File: src/eeprom_prog_defs.vh
`ifndef EEPROM_PROG_DEFS_VH
`define EEPROM_PROG_DEFS_VH

// opcode field
`define OPC_EXT      2'h0
`define OPC_WRITE    2'h1
`define OPC_READ     2'h2
`define OPC_ERASE    2'h3
// extended commands, top two address bits under opcode 00
`define EXT_DISABLE  2'h0
`define EXT_FILL     2'h1
`define EXT_CLEAR    2'h2
`define EXT_ENABLE   2'h3
// field widths per organisation
`define ADDR_W16     4'hA
`define ADDR_W8      4'hB
`define DATA_W16     5'h10
`define DATA_W8      5'h08
// self-timed programming time, in microseconds
`define PROG_TIME_US 5000
`define CLK_MHZ      40
`define PROG_CYCLES  (`PROG_TIME_US * `CLK_MHZ)
// reset values
`define WEN_RESET    1'b0

`endif

File: src/pin_sync.v
`timescale 1ns/1ps
// two-stage synchroniser for pins from outside the clock domain
module pin_sync #(
  parameter WIDTH = 1
) (
  input  wire             i_core_clk,
  input  wire             i_srst,
  input  wire [WIDTH-1:0] i_async,
  output wire [WIDTH-1:0] o_sync
);
  reg [WIDTH-1:0] meta_q;
  reg [WIDTH-1:0] sync_q;

  always @(posedge i_core_clk) begin
    if (i_srst) begin
      meta_q <= {WIDTH{1'b0}};
      sync_q <= {WIDTH{1'b0}};
    end else begin
      meta_q <= i_async;
      sync_q <= meta_q;
    end
  end

  assign o_sync = sync_q;
endmodule // pin_sync

File: src/prog_timer.v
`timescale 1ns/1ps
// self-timed programming counter; start loads, busy stays high for CYCLES cycles
module prog_timer #(
  parameter CYCLES = 200000
) (
  input  wire i_core_clk,
  input  wire i_srst,
  input  wire i_start,
  output wire o_busy,
  output wire o_done
);
  reg  [31:0] cnt_q;
  reg         done_q;

  always @(posedge i_core_clk) begin
    if (i_srst) begin
      cnt_q  <= 32'h0;
      done_q <= 1'b0;
    end else if (i_start && cnt_q == 32'h0) begin
      cnt_q  <= CYCLES;
      done_q <= 1'b0;
    end else if (cnt_q != 32'h0) begin
      cnt_q  <= cnt_q - 32'h1;
      done_q <= (cnt_q == 32'h1);
    end else begin
      done_q <= 1'b0;
    end
  end

  assign o_busy = (cnt_q != 32'h0);
  assign o_done = done_q;
endmodule // prog_timer

File: src/serial_eeprom_program_control.v
`timescale 1ns/1ps
`include "eeprom_prog_defs.vh"
module serial_eeprom_program_control #(
  parameter PROG_CYCLES = `PROG_CYCLES
) (
  input  wire        i_core_clk,
  input  wire        i_srst,
  input  wire        i_chip_select,
  input  wire        i_serial_clock_in,
  input  wire        i_serial_data_in,
  input  wire        i_word_width_select,
  output reg         o_data_out,
  output reg         o_data_out_en,
  output reg         o_prog_write,
  output reg         o_prog_all,
  output reg  [10:0] o_prog_addr,
  output reg  [15:0] o_prog_data,
  output reg         o_read_req,
  output reg  [10:0] o_read_addr,
  output wire        o_write_enabled,
  output wire        o_busy
);

  ////////////////////////////////////////////////////////////////////////////
  // pin synchronisers and clock edge detect

  wire [3:0] pins_s;
  reg        sk_prev_q;
  reg        cs_prev_q;

  pin_sync #(
    .WIDTH (4)
  ) u_sync (
    .i_core_clk (i_core_clk),
    .i_srst     (i_srst),
    .i_async    ({i_word_width_select, i_serial_data_in, i_serial_clock_in, i_chip_select}),
    .o_sync     (pins_s)
  );

  wire cs_s    = pins_s[0];
  wire sk_s    = pins_s[1];
  wire di_s    = pins_s[2];
  wire org16_s = pins_s[3];
  wire sk_rise = sk_s & ~sk_prev_q & cs_s;
  wire cs_fall = cs_prev_q & ~cs_s;

  ////////////////////////////////////////////////////////////////////////////
  // command shifter

  localparam ST_IDLE = 2'h0;
  localparam ST_OPC  = 2'h1;
  localparam ST_ADDR = 2'h2;
  localparam ST_DATA = 2'h3;

  reg  [1:0]  state_q;
  reg  [4:0]  cnt_q;
  reg  [1:0]  opc_q;
  reg  [10:0] addr_q;
  reg  [15:0] data_q;
  reg         wen_q;
  reg  [1:0]  pend_q;   // control command waiting for chip select fall
  reg         ready_q;  // ready indication latched after programming
  reg         hold_q;   // ignore rest of a command arriving while busy

  wire        timer_busy;
  wire        timer_done;
  reg         start_prog;

  wire [4:0]  addr_len = org16_s ? {1'b0, `ADDR_W16} : {1'b0, `ADDR_W8};
  wire [4:0]  data_len = org16_s ? `DATA_W16 : `DATA_W8;
  wire [10:0] addr_nx  = {addr_q[9:0], di_s};
  wire [15:0] data_nx  = {data_q[14:0], di_s};
  // top two address bits select the extended command
  wire [1:0]  ext_code = org16_s ? addr_nx[9:8] : addr_nx[10:9];
  wire [1:0]  ext_held = org16_s ? addr_q[9:8] : addr_q[10:9];
  wire [15:0] data_fit = org16_s ? data_nx : {8'h00, data_nx[7:0]};

  always @(posedge i_core_clk) begin
    if (i_srst) begin
      sk_prev_q    <= 1'b0;
      cs_prev_q    <= 1'b0;
      state_q      <= ST_IDLE;
      cnt_q        <= 5'h00;
      opc_q        <= 2'h0;
      addr_q       <= 11'h000;
      data_q       <= 16'h0000;
      wen_q        <= `WEN_RESET;
      pend_q       <= 2'h0;
      ready_q      <= 1'b0;
      hold_q       <= 1'b0;
      o_prog_write <= 1'b0;
      o_prog_all   <= 1'b0;
      o_prog_addr  <= 11'h000;
      o_prog_data  <= 16'h0000;
      o_read_req   <= 1'b0;
      o_read_addr  <= 11'h000;
    end else begin
      sk_prev_q    <= sk_s;
      cs_prev_q    <= cs_s;
      o_read_req   <= 1'b0;
      if (cs_fall) begin
        // deselect resets decoding; only complete control commands act
        state_q <= ST_IDLE;
        hold_q  <= 1'b0;
        pend_q  <= 2'h0;
        if (pend_q == 2'h1) begin
          wen_q <= 1'b1;
        end else if (pend_q == 2'h2) begin
          wen_q <= 1'b0;
        end
      end else if (sk_rise) begin
        case (state_q)
          ST_IDLE: begin
            if (di_s) begin
              ready_q <= 1'b0;
              hold_q  <= timer_busy;
              state_q <= ST_OPC;
              cnt_q   <= 5'h00;
              // stale bits of the last command must not reach bit 10 in 16-bit mode
              addr_q  <= 11'h000;
            end
          end
          ST_OPC: begin
            opc_q <= {opc_q[0], di_s};
            cnt_q <= cnt_q + 5'h01;
            if (cnt_q == 5'h01) begin
              state_q <= ST_ADDR;
              cnt_q   <= 5'h00;
            end
          end
          ST_ADDR: begin
            addr_q <= addr_nx;
            cnt_q  <= cnt_q + 5'h01;
            if (cnt_q == addr_len - 5'h01) begin
              cnt_q   <= 5'h00;
              state_q <= ST_IDLE;
              if (hold_q) begin
                state_q <= ST_IDLE;
              end else if (opc_q == `OPC_READ) begin
                o_read_req  <= 1'b1;
                o_read_addr <= addr_nx;
              end else if (opc_q == `OPC_WRITE) begin
                state_q <= ST_DATA;
              end else if (opc_q == `OPC_ERASE) begin
                o_prog_addr <= addr_nx;
                o_prog_data <= org16_s ? 16'hFFFF : 16'h00FF;
                o_prog_all  <= 1'b0;
              end else if (ext_code == `EXT_FILL) begin
                state_q <= ST_DATA;
              end else if (ext_code == `EXT_CLEAR) begin
                o_prog_data <= org16_s ? 16'hFFFF : 16'h00FF;
                o_prog_all  <= 1'b1;
              end else if (ext_code == `EXT_ENABLE) begin
                pend_q <= 2'h1;
              end else begin
                pend_q <= 2'h2;
              end
            end
          end
          ST_DATA: begin
            data_q <= data_nx;
            cnt_q  <= cnt_q + 5'h01;
            if (cnt_q == data_len - 5'h01) begin
              state_q     <= ST_IDLE;
              o_prog_addr <= addr_q;
              o_prog_data <= data_fit;
              o_prog_all  <= (opc_q == `OPC_EXT) && (ext_held == `EXT_FILL);
            end
          end
          default: state_q <= ST_IDLE;
        endcase
      end
      // set wins over a start bit clearing in the same cycle
      if (timer_done) begin
        ready_q <= 1'b1;
      end
      o_prog_write <= start_prog;
    end
  end

  ////////////////////////////////////////////////////////////////////////////
  // programming launch on the final command bit

  always @* begin
    start_prog = 1'b0;
    if (!cs_fall && sk_rise && wen_q && !hold_q && !timer_busy) begin
      if (state_q == ST_DATA && cnt_q == data_len - 5'h01) begin
        start_prog = 1'b1;
      end else if (state_q == ST_ADDR && cnt_q == addr_len - 5'h01) begin
        if (opc_q == `OPC_ERASE) begin
          start_prog = 1'b1;
        end else if (opc_q == `OPC_EXT && ext_code == `EXT_CLEAR) begin
          start_prog = 1'b1;
        end
      end
    end
  end

  prog_timer #(
    .CYCLES (PROG_CYCLES)
  ) u_timer (
    .i_core_clk (i_core_clk),
    .i_srst     (i_srst),
    .i_start    (start_prog),
    .o_busy     (timer_busy),
    .o_done     (timer_done)
  );

  ////////////////////////////////////////////////////////////////////////////
  // data-out status: driven only while selected, no clock needed

  always @(posedge i_core_clk) begin
    if (i_srst) begin
      o_data_out    <= 1'b0;
      o_data_out_en <= 1'b0;
    end else begin
      o_data_out    <= ready_q;
      // registered from synced select so polling needs no serial clock; a start bit ends it
      o_data_out_en <= cs_s && (timer_busy || ready_q) && state_q == ST_IDLE;
    end
  end

  assign o_write_enabled = wen_q;
  assign o_busy          = timer_busy;

endmodule // serial_eeprom_program_control

File: config.mk
export PLATFORM = sky130hd
export DESIGN_NAME = serial_eeprom_program_control
export DESIGN_NICKNAME = d
export VERILOG_FILES = /design/src/pin_sync.v /design/src/prog_timer.v /design/src/serial_eeprom_program_control.v
export VERILOG_INCLUDE_DIRS = /design/src
export SDC_FILE = /design/constraint.sdc
export NUM_CORES = 1
export LEC_CHECK = 0
export ABC_AREA = 1
export BUFFER_PORTS_ARGS = -buffer_cell sky130_fd_sc_hd__buf_4
export CORE_AREA = 2 2 111 113
export CTS_BUF_LIST = sky130_fd_sc_hd__clkbuf_2
export DETAILED_ROUTE_END_ITERATION = 6
export DIE_AREA = 0 0 113 115
export PLACE_DENSITY = 0.78
export SYNTH_ARGS = -nofsm -noshare
export SYNTH_HDL_FRONTEND = slang
export SYNTH_SLANG_ARGS = --single-unit
File: constraint.sdc
create_clock -name i_core_clk -period 2.4 [get_ports i_core_clk]
set_clock_uncertainty 0.2 [all_clocks]
set_input_delay 0.48 -clock i_core_clk [delete_from_list [all_inputs] [get_ports i_core_clk]]
set_output_delay 0.48 -clock i_core_clk [all_outputs]
set_load 0.01 [all_outputs]
==> tab_implementation.tex <==
\begin{tabular}{lr}
\hline
Metric & Value \\
\hline
\multicolumn{2}{l}{\textbf{Routing}} \\
\quad Vias after detailed routing & 5,616 \\
\quad First-pass detailed-route iteration total & 7 \\
\quad Antenna Violating Nets Remaining & 0 \\
\quad Via-to-Cell Ratio & 4.92 \\
\quad Routed WL per cell & between 10 and 15 µm \\
\quad Residual DRC count & 1 \\
\quad WL final & 13.6 mm \\
\quad Number of DRC markers in iteration 0 & between 300 and 400 \\
\multicolumn{2}{l}{\textbf{Floorplan}} \\
\quad Horiz. Die Dim & approximately 110 µm \\
\quad Rows & 40 \\
\quad Core Region & 11,800 µm² \\
\quad Initial standard-cell utilization of the core & 0.525 \\
\quad Die height & 115 µm \\
\quad Die Outline Area & 13,000 µm² \\
\quad Number of top-level pins & 51 \\
\multicolumn{2}{l}{\textbf{Power}} \\
\quad Clock network fraction of design power & 0.136 \\
\quad Share of total power in sequential cells & 0.355 \\
\quad Total design power & 7.36 mW \\
\quad Combinational share of power & 0.509 \\
\quad Net load switching power & 3.31 mW \\
\quad P\_leak & 3.39 nW \\
\quad Internal power of the cells & 4.05 mW \\
\quad Peak supply drop & 0.622 mV \\
\quad Fraction of power spent switching nets & 0.450 \\
\quad Power Density & 1030 nW/µm² \\
\multicolumn{2}{l}{\textbf{Cells and area}} \\
\quad Layout cells sized above 1 & 0.196 \\
\quad Count of nets after finishing & 997 \\
\quad Non-filler cells, final & about 1,100 \\
\quad Filler instances & 1,129 \\
\quad Total inserted antenna cells & 0 \\
\quad Commonest cells after routing, fill and taps aside & 216 x nand2\_1, 188 x nor2\_1, 119 x inv\_1 \\
\quad Most common library cell in the layout ignoring fill and taps & nand2\_1 \\
\quad Summed area of non-filler cells in the final layout & 7140 µm² \\
\quad Area growth from synthesis to final layout & 15.2\% \\
\multicolumn{2}{l}{\textbf{CTS}} \\
\quad TritonCTS Buffers & 17 \\
\quad Maximum number of buffers from clock root to sink & 2 \\
\quad TritonCTS sink count & around 130 \\
\quad Clock latency on the worst-skew pair & roughly 730 ps \\
\quad Root Buffer & clkbuf\_2 \\
\quad Maximum level of the CTS H-tree & 4 \\
\quad Reg clk slew, reported paths & 200 ps \\
\quad TritonCTS clock tree & built \\
\multicolumn{2}{l}{\textbf{Synthesis}} \\
\quad Post-synthesis sequential element count & about 130 \\
\quad Dominant synthesized flop cell & dfxtp\_1 \\
\quad Total of warnings raised by yosys & 0 \\
\quad Average cell area after synthesis & around 7 µm² \\
\quad Number of standard cells after synthesis & 912 \\
\quad Number of different library cells in the post-synthesis netlist & 41 \\
\quad Synthesized cell area & 6200 µm² \\
\quad Sequential cell area fraction in the yosys report & 0.407 \\
\quad Number of enable-type register cells in the synthesized netlist & 0 \\
\quad Fraction of registers with async set or reset after synthesis & 0 \\
\quad Post-Syn Nets & 923 \\
\multicolumn{2}{l}{\textbf{Global routing}} \\
\quad Number of global-route vias before repair & 5,032 \\
\quad Overall routing resource usage & 0.222 \\
\quad Final global-route overflow total & 0 \\
\quad Pin count of the biggest net entering global routing & 46 \\
\quad Wire length of the first global-routing pass & 23.2 mm \\
\quad Initial antenna violation count & 0 \\
\multicolumn{2}{l}{\textbf{Timing}} \\
\quad Final hold viol count & 0 \\
\quad Max-Slew Margin vs Limit & 0.638 \\
\quad Total negative slack for setup checks & -120 ps \\
\quad Slew @ Worst Pin & $\sim$540 ps \\
\quad Achievable clock frequency & about 400 MHz \\
\quad Worst hold margin & 187 ps \\
\quad Count of endpoints failing setup in the final report & 1 \\
\quad Share of the clock period used by the worst path & 1.05 \\
\quad RSZ-0062 raised after global routing & yes \\
\quad Final critical delay including setup and external delays & 2520 ps \\
\quad Final Max Tran Viols & 0 \\
\quad Fin worst setup slack & -120 ps \\
\multicolumn{2}{l}{\textbf{Job}} \\
\quad Maxcap violations & 0 \\
\multicolumn{2}{l}{\textbf{Place}} \\
\quad GP Congestion & 0.956 \\
\quad IO Port Bufs & 50 \\
\quad Detailed-placement wirelength estimate & 9.24 mm \\
\quad Inst Count DP & 1,087 \\
\quad Placed inst area & 6660 µm² \\
\multicolumn{2}{l}{\textbf{Min path}} \\
\quad Number of cells traversed by the worst hold path & 2 \\
\quad Worst Hold Class & reg -> reg \\
\quad Worst hold start & u\_sync.meta\_q[3]\$\_SDFF\_PP0\_ \\
\quad Worst hold path endpoint & u\_sync.o\_sync[3]\$\_SDFF\_PP0\_ \\
\multicolumn{2}{l}{\textbf{Outcome}} \\
\quad Status & complete, but fails checks \\
\quad Violations in the final reports & DRC, setup timing \\
\multicolumn{2}{l}{\textbf{Worst setup path}} \\
\quad Critical Setup Path Class & reg -> out \\
\quad Crit-path max FO & 2 \\
\quad CP startpoint kind & flip-flop \\
\quad Crit Reg-Reg Startpoint & u\_sync.o\_sync[3]\$\_SDFF\_PP0\_ \\
\quad Data required time at the worst endpoint & 1720 ps \\
\quad Register-to-register setup slack & 220 ps \\
\quad Data arrival time of the worst path & 1840 ps \\
\quad Cell count of the worst reg-to-reg path & 9 \\
\quad Worst flop-to-flop path endpoint & o\_read\_addr[4]\$\_SDFFE\_PP0P\_ \\
\quad Critical Path End Type & output pin \\
\hline
\end{tabular}
-- stage by stage --
step                      setup WS (ps)  utilization
after floorplan                     354            -
after global placement              335        0.564
after detailed placement            297        0.564
after CTS                          -155        0.602
after global routing               -234        0.605
final                              -120        0.605
-- area by class of cell --
cell class	instances	area [µm²]	share of cell area
Clock inverter	10	53.8	0.00753
Inverter	126	475	0.0665
Timing Repair Buffer	89	699	0.0979
Multi-Input combinational cell	626	3080	0.432
Sequential cell	126	2560	0.358
Clock buffer	18	90.1	0.0126
Tap cell	147	184	0.0257
-- kinds of logic (layout without fill, tap and decap cells) --
logic type                 Yosys count  after routing  synth area share
buffers and inverters              160            243             0.110
and+or+nand+nor                    501            501             0.356
DFF                                126            126             0.407
AOI/OAI and AO/OA                  100            100            0.0888
xor gates and xnor gates            20             20            0.0282
adders and majority gates            5              5            0.0101
-- worst max path at each step --
| stage | from | end | slack, ps |
|---|---|---|---|
| finish | u_timer.cnt_q[30]$_SDFFE_PP0N_ | o_busy | -120 |
| global route | u_timer.cnt_q[1]$_SDFFE_PP0N_ | o_busy | -230 |
| CTS | u_timer.cnt_q[30]$_SDFFE_PP0N_ | o_busy | -160 |
| detailed placement | u_sync.o_sync[3]$_SDFF_PP0_ | u_timer.cnt_q[12]$_SDFFE_PP0N_ | 300 |
| global placement | u_sync.o_sync[3]$_SDFF_PP0_ | o_read_addr[9]$_SDFFE_PP0P_ | 330 |
| floorplan | u_timer.cnt_q[0]$_SDFFE_PP0N_ | o_busy | 350 |
-- metal layers --
metal,global-route usage,share of wire,vias up
met1,0.299,0.49,2525
met5,0,0,-
li1,-,-,2952
met3,0.0496,0.044,23
met4,0.0959,0.019,0
met2,0.345,0.45,116
-- Yosys cell counts, types with 2 or more instances --
master	number	area [µm²]
o21ai_4	2	32.5
nor2_1	199	747
nand3_1	35	175
nor2_4	13	146
nor2_2	7	43.8
clkbuf_1	14	52.6
nor3_4	2	32.5
buf_4	6	45.0
nand4_1	7	43.8
nand2_1	220	826
xor2_1	5	43.8
nand2_4	4	45.0
buf_6	4	45.0
nor3_1	3	15.0
ha_1	5	62.6
or2_2	3	18.8
o21ai_0	43	215
xnor2_1	15	131
dfxtp_1	126	2520
a21oi_1	38	190
inv_1	121	454
o22ai_1	11	68.8
inv_2	4	15.0
buf_2	8	40.0
-- timing repair --
item,CTS,global route
endpoints found under the hold margin,19,0
hold buffers,6,0
pin swaps,8,0
setup endpoints to repair,1,1
setup buffers,20,1
gates resized for setup,48,6
-- sequential cells by signal, indices dropped and copies added, names as in the netlist --
name	cells
ready_q	1
opc_q	2
o_read_addr	11
cs_prev_q	1
sk_prev_q	1
u_timer.cnt_q	32
o_read_req	1
cnt_q	5
state_q	2
hold_q	1
pend_q	2
o_prog_all	1
addr_q	11
o_data_out_en	1
u_sync.o_sync	4
u_timer.o_done	1
o_prog_write	1
o_prog_addr	11
o_write_enabled	1
o_data_out	1
data_q	15
u_sync.meta_q	4
o_prog_data	16
-- worst max-delay path, cell delays in order, from the launching register on --
cell     delay [ps]
dfxtp_2         370
nor2_2          110
nand3_1          90
nor2_2          130
nand2_2          90
nor2_4          150
inv_2            60
buf_6           110
-- power groups by stage --
stage	logic [mW]	clock network [mW]	registers [mW]
floorplan	2.52	0	2.53
global placement	3.07	0	2.60
detailed placement	3.10	0	2.60
CTS	3.63	1.03	2.59
global route	4.18	1.12	2.64
finish	3.74	1.00	2.61
(Power assumes the default switching activity.)
